### src/migt_pkg.sv
// Purpose: constants for the inter-packet gap timing block
// Assumes: 32-bit register port, 50 MHz system clock
// Notes: one gap register plus set, clear and invert companions
package migt_pkg;
  // register offsets (byte addresses)
  localparam logic [7:0] GAP_REG_OFS = 8'h00;
  localparam logic [7:0] GAP_CLR_OFS = 8'h04;
  localparam logic [7:0] GAP_SET_OFS = 8'h08;
  localparam logic [7:0] GAP_INV_OFS = 8'h0c;
  localparam logic [7:0] GAP_STAT_OFS = 8'h10;
  // field positions
  localparam int GAP1_LSB = 8;
  localparam int GAP2_LSB = 0;
  localparam int GAP_W = 7;
  // reset values
  localparam logic [6:0] GAP1_RST = 7'h0c;
  localparam logic [6:0] GAP2_RST = 7'h12;
  // access size codes
  localparam logic [1:0] SZ_BYTE = 2'h0;
  localparam logic [1:0] SZ_HALF = 2'h1;
  localparam logic [1:0] SZ_WORD = 2'h2;
  // gap timer state
  typedef enum logic [1:0] {
    MIGT_BUSY,
    MIGT_PART1,
    MIGT_PART2,
    MIGT_READY
  } migt_state_type;
endpackage : migt_pkg

### src/migt_regs.sv
// Purpose: gap configuration register with set, clear and invert aliases
// Assumes: one-cycle write strobe with an access size code
// Notes: byte writes are dropped; unimplemented bits never store
`timescale 1ns/10ps
module migt_regs (
  // clock and reset
  input wire logic sys_clk,
  input wire logic rst_n,
  // write side
  input wire logic wr_en,
  input wire logic [7:0] wr_addr,
  input wire logic [31:0] wr_data,
  input wire logic [1:0] wr_size,
  // fields
  output logic [6:0] carrier_sense_window,
  output logic [6:0] nonb2b_gap_total
);
  import migt_pkg::*;
  logic [31:0] cur_val;
  logic [31:0] nxt_val;
  logic [31:0] wmask;
  logic [6:0] cw_ff;
  logic [6:0] gt_ff;
  logic size_ok;
  assign cur_val = {17'h0_0000, cw_ff, 1'b0, gt_ff};
  assign size_ok = (wr_size == SZ_HALF) || (wr_size == SZ_WORD); // RL5 RL6
  // halfword writes reach only the low lanes, which hold every field
  assign wmask = (wr_size == SZ_WORD) ? 32'hffff_ffff : 32'h0000_ffff;
  always_comb begin
    unique case (wr_addr)
      GAP_CLR_OFS: nxt_val = cur_val & ~(wr_data & wmask);
      GAP_SET_OFS: nxt_val = cur_val | (wr_data & wmask);
      GAP_INV_OFS: nxt_val = cur_val ^ (wr_data & wmask);
      default: nxt_val = (cur_val & ~wmask) | (wr_data & wmask);
    endcase
  end
  always_ff @(posedge sys_clk or negedge rst_n) begin
    if (!rst_n) begin
      cw_ff <= GAP1_RST;
      gt_ff <= GAP2_RST;
    end else if (wr_en && size_ok) begin
      cw_ff <= nxt_val[GAP1_LSB +: GAP_W]; // RL7
      gt_ff <= nxt_val[GAP2_LSB +: GAP_W];
    end
  end
  assign carrier_sense_window = cw_ff;
  assign nonb2b_gap_total = gt_ff;
  a_byte_ignored: assert property (@(posedge sys_clk) disable iff (!rst_n)
    (wr_en && wr_size == SZ_BYTE) |=> $stable(cw_ff) && $stable(gt_ff))
    else $error("byte write changed gap fields"); // RL6
endmodule : migt_regs

### src/migt_timer.sv
// Purpose: two-part inter-packet gap timer
// Assumes: gap counted in clock cycles of the transmit rate
// Notes: both parts timed from the same idle instant
`timescale 1ns/10ps
module migt_timer (
  // clock and reset
  input wire logic sys_clk,
  input wire logic rst_n,
  // medium and config
  input wire logic medium_busy,
  input wire logic carrier_sense,
  input wire logic [6:0] carrier_sense_window,
  input wire logic [6:0] nonb2b_gap_total,
  // status
  output migt_pkg::migt_state_type state,
  output logic [6:0] gap_count,
  output logic deferred
);
  import migt_pkg::*;
  migt_state_type state_ff;
  logic [6:0] cnt_ff;
  logic defer_ff;
  logic in_part1;
  assign in_part1 = cnt_ff < carrier_sense_window;
  always_ff @(posedge sys_clk or negedge rst_n) begin
    if (!rst_n) begin
      state_ff <= MIGT_BUSY;
      cnt_ff <= 7'h00;
    end else if (medium_busy) begin
      state_ff <= MIGT_BUSY;
      cnt_ff <= 7'h00;
    end else begin
      unique case (state_ff)
        MIGT_BUSY: begin
          state_ff <= MIGT_PART1; // RL8
          cnt_ff <= 7'h00;
        end
        MIGT_PART1: begin
          if (carrier_sense && in_part1) begin
            state_ff <= MIGT_BUSY; // RL1
            cnt_ff <= 7'h00;
          end else if (cnt_ff + 7'h01 >= nonb2b_gap_total) begin
            state_ff <= MIGT_READY;
          end else begin
            cnt_ff <= cnt_ff + 7'h01;
            if (!in_part1) state_ff <= MIGT_PART2;
          end
        end
        MIGT_PART2: begin
          // carrier ignored here: transmit anyway for fair access
          if (cnt_ff + 7'h01 >= nonb2b_gap_total) state_ff <= MIGT_READY; // RL2
          else cnt_ff <= cnt_ff + 7'h01; // RL8
        end
        MIGT_READY: state_ff <= MIGT_READY;
      endcase
    end
  end
  always_ff @(posedge sys_clk or negedge rst_n) begin
    if (!rst_n) defer_ff <= 1'b0;
    else if (!medium_busy && state_ff == MIGT_PART1 && carrier_sense && in_part1)
      defer_ff <= 1'b1;
    else if (state_ff == MIGT_READY) defer_ff <= 1'b0;
  end
  assign state = state_ff;
  assign gap_count = cnt_ff;
  assign deferred = defer_ff;
  a_window_defer: assert property (@(posedge sys_clk) disable iff (!rst_n)
    (state_ff == MIGT_PART1 && !medium_busy && carrier_sense && in_part1)
    |=> state_ff == MIGT_BUSY) else $error("no defer in window"); // RL1
  a_late_carrier: assert property (@(posedge sys_clk) disable iff (!rst_n)
    (state_ff == MIGT_PART2 && !medium_busy && carrier_sense)
    |=> state_ff != MIGT_BUSY) else $error("late carrier caused defer"); // RL2
  a_defer_flag: assert property (@(posedge sys_clk) disable iff (!rst_n) // RL1
    (state_ff == MIGT_PART1 && !medium_busy && carrier_sense && in_part1)
    |=> defer_ff) else $error("deferral not flagged");
endmodule : migt_timer

### src/migt_top.sv
// Purpose: transmit deferral and non-back-to-back gap timing of a MAC
// Assumes: synchronous medium inputs, plain register port
// Notes: read data appears the cycle after the read strobe
// Summary of operation
// RL1 - carrier seen during part one window makes the MAC defer
// RL2 - carrier after part one: keep timing part two, then transmit anyway
// RL3 - software keeps part one between zero and part two, typically twelve
// RL4 - bits 6..0 hold total gap, eighteen gives the minimum gap
// RL5 - halfword and word accesses work on the register and its aliases
// RL6 - byte accesses are ignored, stored values unchanged
// RL7 - bits 31..15 and bit 7 read zero, writes ignored
// RL8 - both parts timed from the idle instant, part two total
`timescale 1ns/10ps
module migt_top (
  // clock and reset
  input wire logic sys_clk,
  input wire logic rst_n,
  // register port
  input wire logic [7:0] reg_addr,
  input wire logic [31:0] reg_wdata,
  input wire logic [1:0] reg_size,
  input wire logic reg_wr,
  input wire logic reg_rd,
  output logic [31:0] reg_rdata,
  // medium
  input wire logic medium_busy,
  input wire logic carrier_sense,
  input wire logic tx_pending,
  // transmit control
  output logic tx_start,
  output logic tx_deferred
);
  import migt_pkg::*;
  logic [6:0] carrier_sense_window;
  logic [6:0] nonb2b_gap_total;
  migt_state_type gstate;
  logic [6:0] gap_count;
  logic deferred;
  logic [31:0] rdata_ff;
  logic [31:0] nxt_rdata;
  logic start_ff;
  logic defer_ff;
  logic rd_ok;

  migt_regs u_regs (
    .sys_clk(sys_clk),
    .rst_n(rst_n),
    .wr_en(reg_wr),
    .wr_addr(reg_addr),
    .wr_data(reg_wdata),
    .wr_size(reg_size),
    .carrier_sense_window(carrier_sense_window),
    .nonb2b_gap_total(nonb2b_gap_total)
  );

  migt_timer u_timer (
    .sys_clk(sys_clk),
    .rst_n(rst_n),
    .medium_busy(medium_busy),
    .carrier_sense(carrier_sense),
    .carrier_sense_window(carrier_sense_window),
    .nonb2b_gap_total(nonb2b_gap_total), // RL4
    .state(gstate),
    .gap_count(gap_count),
    .deferred(deferred)
  );

  assign rd_ok = (reg_size == SZ_HALF) || (reg_size == SZ_WORD); // RL5 RL6
  always_comb begin
    nxt_rdata = 32'h0000_0000;
    if (reg_rd && rd_ok) begin
      unique case (reg_addr)
        GAP_REG_OFS, GAP_CLR_OFS, GAP_SET_OFS, GAP_INV_OFS:
          nxt_rdata = {17'h0_0000, carrier_sense_window, 1'b0, nonb2b_gap_total}; // RL7
        GAP_STAT_OFS:
          nxt_rdata = {21'h00_0000, deferred, gstate, 1'b0, gap_count};
        default: nxt_rdata = 32'h0000_0000;
      endcase
    end
    if (reg_size == SZ_HALF) nxt_rdata[31:16] = 16'h0000;
  end
  always_ff @(posedge sys_clk or negedge rst_n) begin
    if (!rst_n) rdata_ff <= 32'h0000_0000;
    else rdata_ff <= nxt_rdata;
  end

  // start pulses every other cycle while the gap has expired, the medium is idle and a frame is pending
  always_ff @(posedge sys_clk or negedge rst_n) begin
    if (!rst_n) start_ff <= 1'b0;
    else start_ff <= tx_pending && !medium_busy && !start_ff && gstate == MIGT_READY; // RL2
  end
  always_ff @(posedge sys_clk or negedge rst_n) begin
    if (!rst_n) defer_ff <= 1'b0;
    else defer_ff <= deferred; // RL1
  end

  assign reg_rdata = rdata_ff;
  assign tx_start = start_ff;
  assign tx_deferred = defer_ff;

  a_rsvd_zero: assert property (@(posedge sys_clk) disable iff (!rst_n)
    reg_rd |=> reg_rdata[7] == 1'b0 && reg_rdata[31:15] == 17'h0_0000 ||
      $past(reg_addr) == GAP_STAT_OFS) else $error("reserved bits nonzero"); // RL7
  a_no_early_tx: assert property (@(posedge sys_clk) disable iff (!rst_n)
    tx_start |-> $past(gstate) == MIGT_READY) else $error("tx before gap"); // RL8
endmodule : migt_top

### config.mk
export PLATFORM = sky130hd
export DESIGN_NAME = migt_top
export DESIGN_NICKNAME = d
export VERILOG_FILES = /design/src/migt_pkg.sv /design/src/migt_regs.sv /design/src/migt_timer.sv /design/src/migt_top.sv
export SDC_FILE = /design/constraint.sdc
export NUM_CORES = 1
export LEC_CHECK = 0
export BUFFER_PORTS_ARGS = -buffer_cell sky130_fd_sc_hd__buf_2
export CAP_MARGIN = 40
export CORE_AREA = 2 2 77 79
export CTS_CLUSTER_SIZE = 24
export DETAILED_ROUTE_END_ITERATION = 12
export DIE_AREA = 0 0 79 81
export GPL_ROUTABILITY_DRIVEN = 0
export GPL_TIMING_DRIVEN = 0
export PLACE_DENSITY = 0.84
export REMOVE_ABC_BUFFERS = 1
export SLEW_MARGIN = 10
export SYNTH_ARGS = -nofsm -noshare
export SYNTH_HDL_FRONTEND = slang
export SYNTH_SLANG_ARGS = --single-unit
### constraint.sdc
create_clock -name sys_clk -period 4.3 [get_ports sys_clk]
set_clock_uncertainty 0.05 [all_clocks]
set_input_delay 1.075 -clock sys_clk [delete_from_list [all_inputs] [get_ports sys_clk]]
set_output_delay 1.075 -clock sys_clk [all_outputs]
set_load 0.01 [all_outputs]
# Yosys cells after proc, flatten, opt, wreduce, memory -nomap -nowiden
# Index checks and enable logic that the tools add are counted.
# op_classes
n_mux	16
n_addsub	1
n_eq_ne	11
n_lt_le_gt_ge	2
reduce_logical	18
n_bitwise	8
# op_table
cell	n
$pmux W15 S3	1
$mux W32	1
$and A15 B15 Y15	2
$or A15 B15 Y15	2
$pmux W15 S2	1
$mux W7	3
$pmux W7 S3	1
$eq A8 B4 Y1 const B	2
$mux W16	1
$and A15 B15 Y15 const B	1
$not A15 Y15	1
$not A15 Y15 const A	1
$xor A15 B15 Y15	1
$mux W2	5
$logic_and A1 B1 Y1	9
$eq A8 B3 Y1 const B	1
$eq A8 B5 Y1 const B	1
$logic_not A8 Y1	1
$pmux W2 S4	1
$add A7 B1 Y7 const B	1
$ge A7 B7 Y1	1
$lt A7 B7 Y1	1
$eq A2 B2 Y1 const B	3
$ne A5 B5 Y1 const B	1
other kinds (10)	13
# totals
output_inout_bits	34
wordCells	64
regBits	58
in_bits	49

# Logic depth before layout (Yosys ltp)
# Gate-level depths: netlist of the first run.
# depth
depth_word	6
mapped_depth	11
depth_no_buf	11

# Hierarchy
# Synthesis of the first run repeated with hierarchy kept, for this count alone.
# hier_totals
hier_cells	377
hier_area_um2	3485.8
# by_module_without_submodules
mod	cells_each	n_inst	area_each_um2	seq_area_each_um2
migt_regs	178	1	1485.2	355.3
migt_timer	116	1	1031.0	250.2
migt_top	83	1	969.7	400.4

# Worst setup path after synthesis of the first run
# No wires, ideal clock.
# synth_path
path_type	in2reg
start	input reg_addr[1]
end	register u_regs.cw_ff[4] (netlist: u_regs.carrier_sense_window[4])
required_time_ps	4117
arrival_time_ps	2360
path_stages	9
setup_slack_ps	1757
n_path_buf	3
setup_ps	133
cell_sequence	or2_1 buf_6 nor4_4 and2b_1 buf_4 o21ai_2 buf_6 a221oi_2 a21oi_1
# synth_between
elab_chain_cells	2
word_cells_on_any_way	4
classes_between	eq/ne (3); mux (1)
# synth_lines
element	line_no	rtl
from (decl)	migt_top.sv:19	input wire logic [7:0] reg_addr,
$eq A8 B4 Y1 or $eq A8 B3 Y1 (tied branches)	migt_regs.sv:30	unique case (wr_addr)
$pmux W15 S3 *	migt_regs.sv:30	
to (signal assigned)	migt_regs.sv:42	cw_ff <= nxt_val[GAP1_LSB +: GAP_W];
to (decl)	migt_regs.sv:22	logic [6:0] cw_ff;
# Every way passes the cells marked *; elsewhere a longest branch is shown, timed or not.
# A chain may end at the register's enable or synchronous reset.

# Final worst setup path of the first run
# layout_path
start	input reg_addr[1]
end	register u_regs.cw_ff[1] (netlist: u_regs.carrier_sense_window[1])
# Same word-level chain as after synthesis.

==> impl_metrics.env, run 1 <==
export IMPL_fin_tns_setup_ns=0
export IMPL_design_area_um2=3482
export IMPL_ctsResizeCount=0
export IMPL_grt_max_degree=33
export IMPL_fin_crit_sh=0.7495
export IMPL_dpl_cell_count=438
export IMPL_cts_buffers=5
export IMPL_dieArea_um2=6399
export IMPL_crit_chain="buf_2, or2_1, nor4_4, and2b_1, buf_16, o21ai_2, buf_8, a221oi_1, a21oi_1"
export IMPL_synth_seq_area_share=0.3224
export IMPL_critPathBufInv=3
export IMPL_rsz0062_at_grt="false"
export IMPL_use_met2=0.3864
export IMPL_crit_path_max_incr_delay_ns=0.49
export IMPL_cts_sinks=40
export IMPL_worstMarginPinSlew_ns=0.7532
export IMPL_synth_ff_type="dfrtp_1"
export IMPL_wire_per_inst_um=15.48
export IMPL_track_usage=0.2325
export IMPL_route_detailed_drc=0
export IMPL_slew_headroom=0.4979
export IMPL_top_level_ports=83
export IMPL_grt_overflow_total=0
export IMPL_crit_type="input pin to flop"
export IMPL_grt_pass1_vias=2426
export IMPL_ctsHoldBuffers=0
export IMPL_cts_setup_buffers=0
export IMPL_synth_xor_area_frac=0.01684
export IMPL_synth_area_per_cell_um2=9.485
export IMPL_vdd_drop_max_uv=156.7
export IMPL_r2r_slack_ns=1.34
export IMPL_grtUsageMet1=0.3038
export IMPL_antenna_found_initial=0
export IMPL_cpMaxStageDelayCell="or2_1"
export IMPL_outcome="finished clean"
export IMPL_layout_setup_ws_ns=1.077
export IMPL_critPathLaunchType="input pin"
export IMPL_max_freq_ghz=0.3103
export IMPL_cts_buffer_depth=2
export IMPL_ys_ff_latch=40
export IMPL_row_count=28
export IMPL_synth_top_family_by_area="compound AO/OA/AOI/OAI gates"
export IMPL_place_area_um2=3390
export IMPL_required_ns=4.42
export IMPL_ys_top_cells_by_count="ha_1 (46), dfrtp_1 (36), inv_1 (34)"
export IMPL_clk_pin_slew_worst_paths_ns=0.08
export IMPL_first_iter_violations=188
export IMPL_worstSkewPairLatency_ns=0.30
export IMPL_synth_async_reset_ratio=1.000
export IMPL_synth_cell_types=46
export IMPL_path_max_fanout=16
export IMPL_routed_wl_um=6905
export IMPL_p_leak_nw=1.822
export IMPL_synth_top_area_cell="dfrtp_1"
export IMPL_slew_violations=0
export IMPL_post_synth_mux_area_share=0.01644
export IMPL_busiest_layer="met2"
export IMPL_antenna_cells=0
export IMPL_fin_util=0.6135
export IMPL_via_count=2523
export IMPL_crit_family="simple AND/OR/NAND/NOR gates"
export IMPL_fin_crit_ns=3.223
export IMPL_synth_most_common_cell="ha_1"
export IMPL_syn2layout_area_growth_pct=11.59
export IMPL_cts_tree="built"
export IMPL_finalSetupViolCount=0
export IMPL_drive_gt1_frac=0.2102
export IMPL_seq_area_um2=1006
export IMPL_synth_top_cell_area_share=0.2887
export IMPL_multiInputGateArea_um2=1834
export IMPL_cp_arrival_ns=3.34
export IMPL_gr_usage_met3=0.04222
export IMPL_synth_area_leaders="dfrtp_1 (29%), ha_1 (18%), buf_4 (4.8%)"
export IMPL_synthAdderAreaFrac=0.1844
export IMPL_syn_area_um2=3120
export IMPL_hold_viol=0
export IMPL_place_ws_ns=0.7471
export IMPL_die_h_um=81
export IMPL_min_path_type="flop to flop"
export IMPL_ys_warn_count=0
export IMPL_htreeDepth=2
export IMPL_synth_edff_count=0
export IMPL_viasPerCell=5.657
export IMPL_fillerInstances=478
export IMPL_holdWs_ns=0.3600
export IMPL_synthSimpleGateAreaFrac=0.1099
export IMPL_synth_compound_area_share=0.2370
export IMPL_drt_pass1_iter_count=7
export IMPL_maxCapViolations=0
export IMPL_dp_hpwl_um=5168
export IMPL_ant_nets=0
export IMPL_coreArea_um2=5675
export IMPL_clockRootBuffer="clkbuf_8"
export IMPL_worst_setup_path_end_kind="flop"
export IMPL_io_buffers=46
export IMPL_synthCells=329
export IMPL_die_w_um=79
export IMPL_fin_total_pwr_mw=0.9791
export IMPL_start_util=0.5498
export IMPL_nets=465
export IMPL_grt_pass1_wl_um=11560
export IMPL_final_instance_count_excl_fill=446
export IMPL_power_density_nw_per_um2=281.2
-- cells in the final DEF, fill, tap and decap left out, types with 3 or more instances in the layout --
| cell type | synthesis | final |
|---|---|---|
| o31ai_1 | 14 | 14 |
| and3_1 | 5 | 5 |
| a221oi_2 | 9 | 9 |
| xor2_1 | 4 | 4 |
| a221oi_1 | 4 | 4 |
| a22oi_1 | 10 | 10 |
| mux2i_1 | 4 | 4 |
| nand2_1 | 26 | 26 |
| inv_1 | 34 | 34 |
| o21ai_0 | 3 | 3 |
| ha_1 | 46 | 46 |
| dfstp_2 | 4 | 4 |
| nor3_1 | 5 | 5 |
| conb_1 | 1 | 18 |
| nor2_1 | 15 | 15 |
| nor2b_1 | 3 | 3 |
| a22o_1 | 17 | 17 |
| a21oi_1 | 22 | 22 |
| dfrtp_1 | 36 | 36 |
| clkbuf_8 | 0 | 6 |
| buf_2 | 3 | 46 |
| nand3_1 | 5 | 5 |
-- state kept, by name, summed over array words and instances (netlist names) --
signal                       cells
u_timer.deferred                 1
reg_rdata                       14
u_regs.carrier_sense_window      7
u_regs.nonb2b_gap_total          7
u_timer.state                    2
tx_deferred                      1
tx_start                         1
u_timer.gap_count                7
-- final cells by class --
cell class,instances,area share
Clock buffer,6,0.02372
Clock inverter,2,0.002875
Timing Repair Buffer,51,0.09414
Multi-Input combinational cell,238,0.5268
Tap cell,75,0.02695
Inverter,34,0.03665
Sequential cell,40,0.2889
-- worst register-to-register path: stages, from the launching register on --
cell,delay [ns]
dfrtp_1,0.45
ha_1,0.26
and3_1,0.29
nand3_1,0.12
xnor2_1,0.23
ha_1,0.32
a21oi_1,0.18
and3_1,0.19
o21ai_0,0.15
a211oi_2,0.42
nand2_1,0.11
mux2i_1,0.13
-- power by group --
| group | internal, mW | switching, mW | total [mW] |
|---|---|---|---|
| Combinational | 0.107 | 0.160 | 0.267 |
| Sequential | 0.416 | 0.0304 | 0.446 |
| Clock | 0.128 | 0.138 | 0.266 |
| Total | 0.651 | 0.328 | 0.979 |
-- final timing paths --
kind                                             endpoint  cells after the start                 start
hold / removal                                tx_deferred                      0      u_timer.deferred
hold reg to reg                               tx_deferred                      0      u_timer.deferred
setup reg to reg                     u_timer.gap_count[4]                     11  u_timer.gap_count[0]
max in group asynchronous      u_regs.nonb2b_gap_total[1]                      2                 rst_n
min in group asynchronous                        tx_start                      1                 rst_n
setup / recovery           u_regs.carrier_sense_window[1]                      9           reg_addr[1]
-- routing by layer --
| layer | vias up | share of wire |
|---|---|---|
| met4 | 0 | 0.024 |
| li1 | 1228 | - |
| met1 | 1189 | 0.43 |
| met2 | 92 | 0.48 |
| met5 | - | 0 |
| met3 | 14 | 0.064 |
-- logic make-up after synthesis --
family | count (synthesis)
AOI/OAI and AO/OA | 93
adders and majority gates | 46
muxes | 5
buffers and inverters | 68
DFF | 40
and+or+nand+nor | 70
xor gates and xnor gates | 6
other | 1
(Power assumes the default switching activity.)
==> run 2: changes to the inputs <==
--- a/config.mk
+++ b/config.mk
@@ -5,15 +5,16 @@
 export SDC_FILE = /design/constraint.sdc
 export NUM_CORES = 1
 export LEC_CHECK = 0
+export ABC_AREA = 1
 export BUFFER_PORTS_ARGS = -buffer_cell sky130_fd_sc_hd__buf_2
 export CAP_MARGIN = 40
-export CORE_AREA = 2 2 77 79
+export CORE_AREA = 2 2 82 84
 export CTS_CLUSTER_SIZE = 24
 export DETAILED_ROUTE_END_ITERATION = 12
-export DIE_AREA = 0 0 79 81
+export DIE_AREA = 0 0 84 86
 export GPL_ROUTABILITY_DRIVEN = 0
 export GPL_TIMING_DRIVEN = 0
-export PLACE_DENSITY = 0.84
+export PLACE_DENSITY = 0.8
 export REMOVE_ABC_BUFFERS = 1
 export SLEW_MARGIN = 10
 export SYNTH_ARGS = -nofsm -noshare
==> constraint.sdc (replaced) <==
create_clock -name sys_clk -period 3.15 [get_ports sys_clk]
set_clock_uncertainty 0.05 [all_clocks]
set_input_delay 0.7875 -clock sys_clk [delete_from_list [all_inputs] [get_ports sys_clk]]
set_output_delay 0.7875 -clock sys_clk [all_outputs]
set_load 0.01 [all_outputs]
==> impl_metrics.env, run 2 <==
export IMPL_vdd_drop_max_uv=252.4
export IMPL_largest_register_ffs=14
export IMPL_slew_violations=0
export IMPL_syn_area_um2=3363
export IMPL_synth_area_leaders="dfrtp_1 (27%), ha_1 (17%), nand2_1 (13%)"
export IMPL_dp_hpwl_um=5659
export IMPL_cts_setup_buffers=0
export IMPL_row_count=29
export IMPL_via_count=3071
export IMPL_cts_tree="built"
export IMPL_ctsHoldBuffers=0
export IMPL_seq_area_um2=1006
export IMPL_outcome="finished clean"
export IMPL_synth_ff_type="dfrtp_1"
export IMPL_grt_pass1_vias=2932
export IMPL_synth_cell_types=29
export IMPL_die_w_um=84
export IMPL_top_level_ports=83
export IMPL_track_usage=0.2214
export IMPL_grt_pass1_wl_um=13100
export IMPL_fin_total_pwr_mw=1.327
export IMPL_dpl_cell_count=562
export IMPL_synth_async_reset_ratio=1.000
export IMPL_rsz0062_at_grt="false"
export IMPL_antenna_cells=0
export IMPL_ant_nets=0
export IMPL_fin_tns_setup_ns=0
export IMPL_worstMarginPinSlew_ns=0.6371
export IMPL_fillerInstances=575
export IMPL_dieArea_um2=7224
export IMPL_cp_arrival_ns=2.96
export IMPL_coreArea_um2=6277
export IMPL_synth_most_common_cell="nand2_1"
export IMPL_slew_headroom=0.5739
export IMPL_drive_gt1_frac=0.1460
export IMPL_power_density_nw_per_um2=363.4
export IMPL_viasPerCell=5.388
export IMPL_maxCapViolations=0
export IMPL_worstSkewPairLatency_ns=0.29
export IMPL_htreeDepth=2
export IMPL_drt_pass1_iter_count=4
export IMPL_start_util=0.5358
export IMPL_synth_area_per_cell_um2=7.441
export IMPL_nets=587
export IMPL_fin_crit_ns=2.778
export IMPL_path_max_fanout=12
export IMPL_wire_per_inst_um=13.49
export IMPL_hold_viol=0
export IMPL_die_h_um=86
export IMPL_mostFrequentLayoutCells="nand2_1 (115), nand3_1 (62), inv_1 (57)"
export IMPL_clk_pin_slew_worst_paths_ns=0.08
export IMPL_critPathLaunchType="flop"
export IMPL_fin_crit_sh=0.8818
export IMPL_final_common_cell="nand2_1"
export IMPL_synth_seq_area_share=0.2991
export IMPL_io_buffers=46
export IMPL_synthCells=452
export IMPL_cts_sinks=40
export IMPL_multiInputGateArea_um2=1986
export IMPL_cts_buffer_depth=2
export IMPL_crit_type="flop to flop"
export IMPL_required_ns=3.33
export IMPL_synth_top_area_cell="dfrtp_1"
export IMPL_use_met2=0.3833
export IMPL_min_path_type="flop to flop"
export IMPL_ys_ff_latch=40
export IMPL_finalSetupViolCount=0
export IMPL_grtUsageMet1=0.2792
export IMPL_max_freq_ghz=0.3600
export IMPL_busiest_layer="met2"
export IMPL_ys_warn_count=0
export IMPL_grt_max_degree=46
export IMPL_p_leak_nw=2.107
export IMPL_first_iter_violations=208
export IMPL_clockRootBuffer="clkbuf_8"
export IMPL_final_instance_count_excl_fill=570
export IMPL_cts_buffers=5
export IMPL_syn2layout_area_growth_pct=8.594
export IMPL_ctsResizeCount=0
export IMPL_route_detailed_drc=0
export IMPL_ys_top_cells_by_count="nand2_1 (115), nand3_1 (62), inv_1 (57)"
export IMPL_synth_edff_count=0
export IMPL_gr_usage_met3=0.03850
export IMPL_grt_overflow_total=0
export IMPL_routed_wl_um=7692
export IMPL_antenna_found_initial=0
export IMPL_worst_setup_path_end_kind="flop"
export IMPL_synth_top_cell_area_share=0.2679
[run 2: changes by cell type in the layout (fill, tap and decap cells not counted), sizes merged, moves of 14 or more]
cell and delta:
a22o -17, inv +26, o31ai -14, nand3 +59, nand3b +16, nand2 +93, nor2 +16
[run 2: layout make-up]
cell class	count	share of cell area
Inverter	60	0.06167
Clock inverter	1	0.001370
Tap cell	77	0.02638
Clock buffer	7	0.02090
Timing Repair Buffer	47	0.07057
Sequential cell	40	0.2754
Multi-Input combinational cell	338	0.5437
[run 2: path summary, 6_finish.rpt]
kind	from	end	slack (ns)	depth (start not counted)
setup reg to reg	u_timer.gap_count[1]	u_timer.gap_count[6]	0.37	15
hold / removal	u_timer.deferred	tx_deferred	0.37	0
max in group asynchronous	rst_n	u_regs.carrier_sense_window[2]	2.08	2
setup / recovery	u_timer.gap_count[1]	u_timer.gap_count[6]	0.37	15
min in group asynchronous	rst_n	u_regs.carrier_sense_window[4]	0.41	1
hold reg to reg	u_timer.deferred	tx_deferred	0.37	0
[run 2: report_power, final]
| part | internal [mW] | switching (mW) | leakage [nW] | total (mW) |
|---|---|---|---|---|
| combinational | 0.130 | 0.236 | 1.55 | 0.366 |
| clock | 0.156 | 0.177 | 0.0422 | 0.332 |
| sequential | 0.571 | 0.0578 | 0.519 | 0.629 |
[run 2: logic make-up (layout without fill, tap and decap cells)]
kind of cell / Yosys count / count (layout) / synth area share
AO/OA/AOI/OAI: 34 / 34 / 0.05171
buffers and inverters: 91 / 115 / 0.1295
AND/OR/NAND/NOR: 236 / 236 / 0.3371
flip-flops: 40 / 40 / 0.2991
other: 1 / 18 / 0.001115
XOR/XNOR: 4 / 4 / 0.01042
adder cells (fa/ha/maj): 46 / 46 / 0.1711
[run 2: metrics by stage]
| stage | setup slack [ns] | hold slack (ns) | util | area (um^2) |
|---|---|---|---|---|
| finish | 0.3722 | 0.3654 | 0.5818 | 3652 |
| global route | 0.08230 | 0.3738 | 0.5818 | 3652 |
| CTS | 0.4036 | 0.3689 | 0.5818 | 3652 |
| detailed placement | 0.4295 | 0.3499 | 0.5689 | 3571 |
| global placement | 0.5042 | 0.3433 | 0.5645 | 3543 |
| floorplan | 0.8787 | 0.3241 | - | 3217 |
[run 2: worst max-delay path, stage by stage (launching register included)]
cell     delay (ns)
dfrtp_1        0.48
ha_1           0.24
nand3_1        0.12
nor2_1         0.16
nand2_1        0.08
nand2_1        0.07
nand2_1        0.07
ha_1           0.30
a21o_1         0.18
nor2_1         0.15
nand2_1        0.26
inv_1          0.27
nand2_1        0.07
nand2_1        0.06
nand3_1        0.07
nand2_1        0.08
[run 2: layer usage]
layer,wire length (um),share of wire
met4,174,0.023
met3,465,0.060
met5,0,0
met2,3801,0.49
met1,3250,0.42
==> run 3: changes to the inputs <==
--- a/config.mk
+++ b/config.mk
@@ -5,16 +5,15 @@
 export SDC_FILE = /design/constraint.sdc
 export NUM_CORES = 1
 export LEC_CHECK = 0
-export ABC_AREA = 1
 export BUFFER_PORTS_ARGS = -buffer_cell sky130_fd_sc_hd__buf_2
 export CAP_MARGIN = 40
-export CORE_AREA = 2 2 82 84
+export CORE_AREA = 2 2 80 82
 export CTS_CLUSTER_SIZE = 24
 export DETAILED_ROUTE_END_ITERATION = 12
-export DIE_AREA = 0 0 84 86
+export DIE_AREA = 0 0 82 84
 export GPL_ROUTABILITY_DRIVEN = 0
 export GPL_TIMING_DRIVEN = 0
-export PLACE_DENSITY = 0.8
+export PLACE_DENSITY = 0.79
 export REMOVE_ABC_BUFFERS = 1
 export SLEW_MARGIN = 10
 export SYNTH_ARGS = -nofsm -noshare
==> impl_metrics.env, run 3 (same netlist as run 1, synthesis figures left out) <==
export IMPL_crit_start="reg_addr[1]"
export IMPL_outcome="finished clean"
export IMPL_place_ws_ns=-0.1377
export IMPL_p_leak_nw=1.832
export IMPL_antenna_cells=0
export IMPL_cts_sinks=40
export IMPL_r2r_slack_ns=0.26
export IMPL_seq_area_um2=1006
export IMPL_drt_pass1_iter_count=4
export IMPL_multiInputGateArea_um2=1834
export IMPL_design_area_um2=3507
export IMPL_ctsResizeCount=0
export IMPL_worstSkewPairLatency_ns=0.29
export IMPL_path_max_fanout=16
export IMPL_required_ns=3.26
export IMPL_slew_violations=0
export IMPL_routed_wl_um=6960
export IMPL_r2r_end="u_timer.gap_count[4]"
export IMPL_finalSetupViolCount=0
export IMPL_io_buffers=46
export IMPL_grt_overflow_total=0
export IMPL_worst_setup_path_end_kind="flop"
export IMPL_maxCapViolations=0
export IMPL_largest_register_ffs=14
export IMPL_drive_gt1_frac=0.2097
export IMPL_vdd_drop_max_uv=204.6
export IMPL_clk_pin_slew_worst_paths_ns=0.08
export IMPL_cts_buffer_depth=2
export IMPL_fin_total_pwr_mw=1.386
export IMPL_dp_hpwl_um=5263
export IMPL_die_h_um=84
export IMPL_antenna_found_initial=0
export IMPL_critPathLaunchType="input pin"
export IMPL_die_w_um=82
export IMPL_ant_nets=0
export IMPL_top_level_ports=83
export IMPL_rsz0062_at_grt="false"
export IMPL_fin_crit_sh=0.9402
export IMPL_place_area_um2=3392
export IMPL_worstMarginPinSlew_ns=0.7512
export IMPL_dpl_cell_count=440
export IMPL_dieArea_um2=6888
export IMPL_fillerInstances=537
export IMPL_grt_pass1_wl_um=11540
export IMPL_r2r_worst_path_cells=12
export IMPL_coreArea_um2=6096
export IMPL_crit_reg2reg_launch="u_timer.gap_count[0]"
export IMPL_mostFrequentLayoutCells="ha_1 (46), buf_2 (46), dfrtp_1 (36)"
export IMPL_power_density_nw_per_um2=395.3
export IMPL_nets=466
export IMPL_clockRootBuffer="clkbuf_8"
export IMPL_min_path_type="input pin to async pin"
export IMPL_htreeDepth=2
export IMPL_hold_viol=0
export IMPL_max_freq_ghz=0.3377
export IMPL_start_util=0.5119
export IMPL_final_instance_count_excl_fill=449
export IMPL_route_detailed_drc=0
export IMPL_row_count=29
export IMPL_wire_per_inst_um=15.50
export IMPL_cts_buffers=5
export IMPL_track_usage=0.2139
export IMPL_layout_setup_ws_ns=0.1884
export IMPL_slew_headroom=0.4992
export IMPL_fin_crit_ns=2.962
export IMPL_crit_type="input pin to flop"
export IMPL_grt_max_degree=33
export IMPL_via_count=2542
export IMPL_viasPerCell=5.661
export IMPL_cp_arrival_ns=3.07
export IMPL_cts_tree="built"
export IMPL_first_iter_violations=168
export IMPL_grt_pass1_vias=2555
export IMPL_syn2layout_area_growth_pct=12.39
run 3: cell types whose count changed in the layout (fill, tap and decap cells not counted), moves of 10 or more:
cell      before  now
a22o_1         0   17
a22oi_1        0   10
inv_1         57   34
nand2_1      115   26
nand3_1       62    5
nand3b_1      16    0
nor2_1        28   15
o21ai_1       11    1
o31ai_1        0   14
run 3: repair_timing:
item                                    CTS  global route
endpoints found under the setup margin    0             3
setup buffers                             0             1
hold buffers                              0             0
run 3: worst max-delay path: stages:
cell and delay (ns):
buf_2 0.09, or2_1 0.49, nor4_4 0.28, and2b_1 0.46
buf_16 0.22, o21ai_2 0.14, buf_8 0.20, a221oi_1 0.30
a21oi_1 0.08
run 3: final cells by class:
| class | instances | share of cell area |
|---|---|---|
| multi-input cells | 238 | 0.5230 |
| well taps | 77 | 0.02747 |
| inverters | 34 | 0.03639 |
| flip-flops and latches | 40 | 0.2868 |
| clock inverters | 2 | 0.009989 |
| clock buffers | 6 | 0.02069 |
| repair buffers | 52 | 0.09561 |
run 3: worst max path at each step:
| stage | end | slack [ns] | depth (start not counted) |
|---|---|---|---|
| after global placement | u_regs.carrier_sense_window[1] | -0.72 | 7 |
| after floorplan | u_regs.carrier_sense_window[0] | 0.13 | 6 |
| after detailed placement | u_regs.carrier_sense_window[1] | -0.14 | 9 |
| after CTS | u_regs.carrier_sense_window[1] | 0.16 | 9 |
| after global routing | u_regs.carrier_sense_window[1] | 0.001 | 9 |
| final | u_regs.carrier_sense_window[1] | 0.19 | 9 |
run 3: per-stage QoR:
stage            util  TNS [ns]  hold slack (ns)
2_1_floorplan       -         0           0.3257
6_report       0.5753         0           0.3198
4_1_cts        0.5741         0           0.3238
5_1_grt        0.5753         0           0.3309
3_3_place_gp   0.5396    -9.202           0.3545
3_5_place_dp   0.5564   -0.5570           0.3748
run 3: report_power, final:
part	internal [mW]	leakage [nW]	switching (mW)	total [mW]
clock network	0.235	0.0552	0.175	0.411
registers	0.568	0.506	0.0442	0.612
logic	0.147	1.27	0.217	0.364
total	0.950	1.83	0.436	1.39
run 3: layer usage:
metal / global-route usage / vias up / share of wire
li1: - / 1231 / -
met1: 0.2767 / 1214 / 0.42
met2: 0.3585 / 89 / 0.51
met3: 0.02814 / 8 / 0.058
met4: 0.07879 / 0 / 0.011
met5: 0 / - / 0
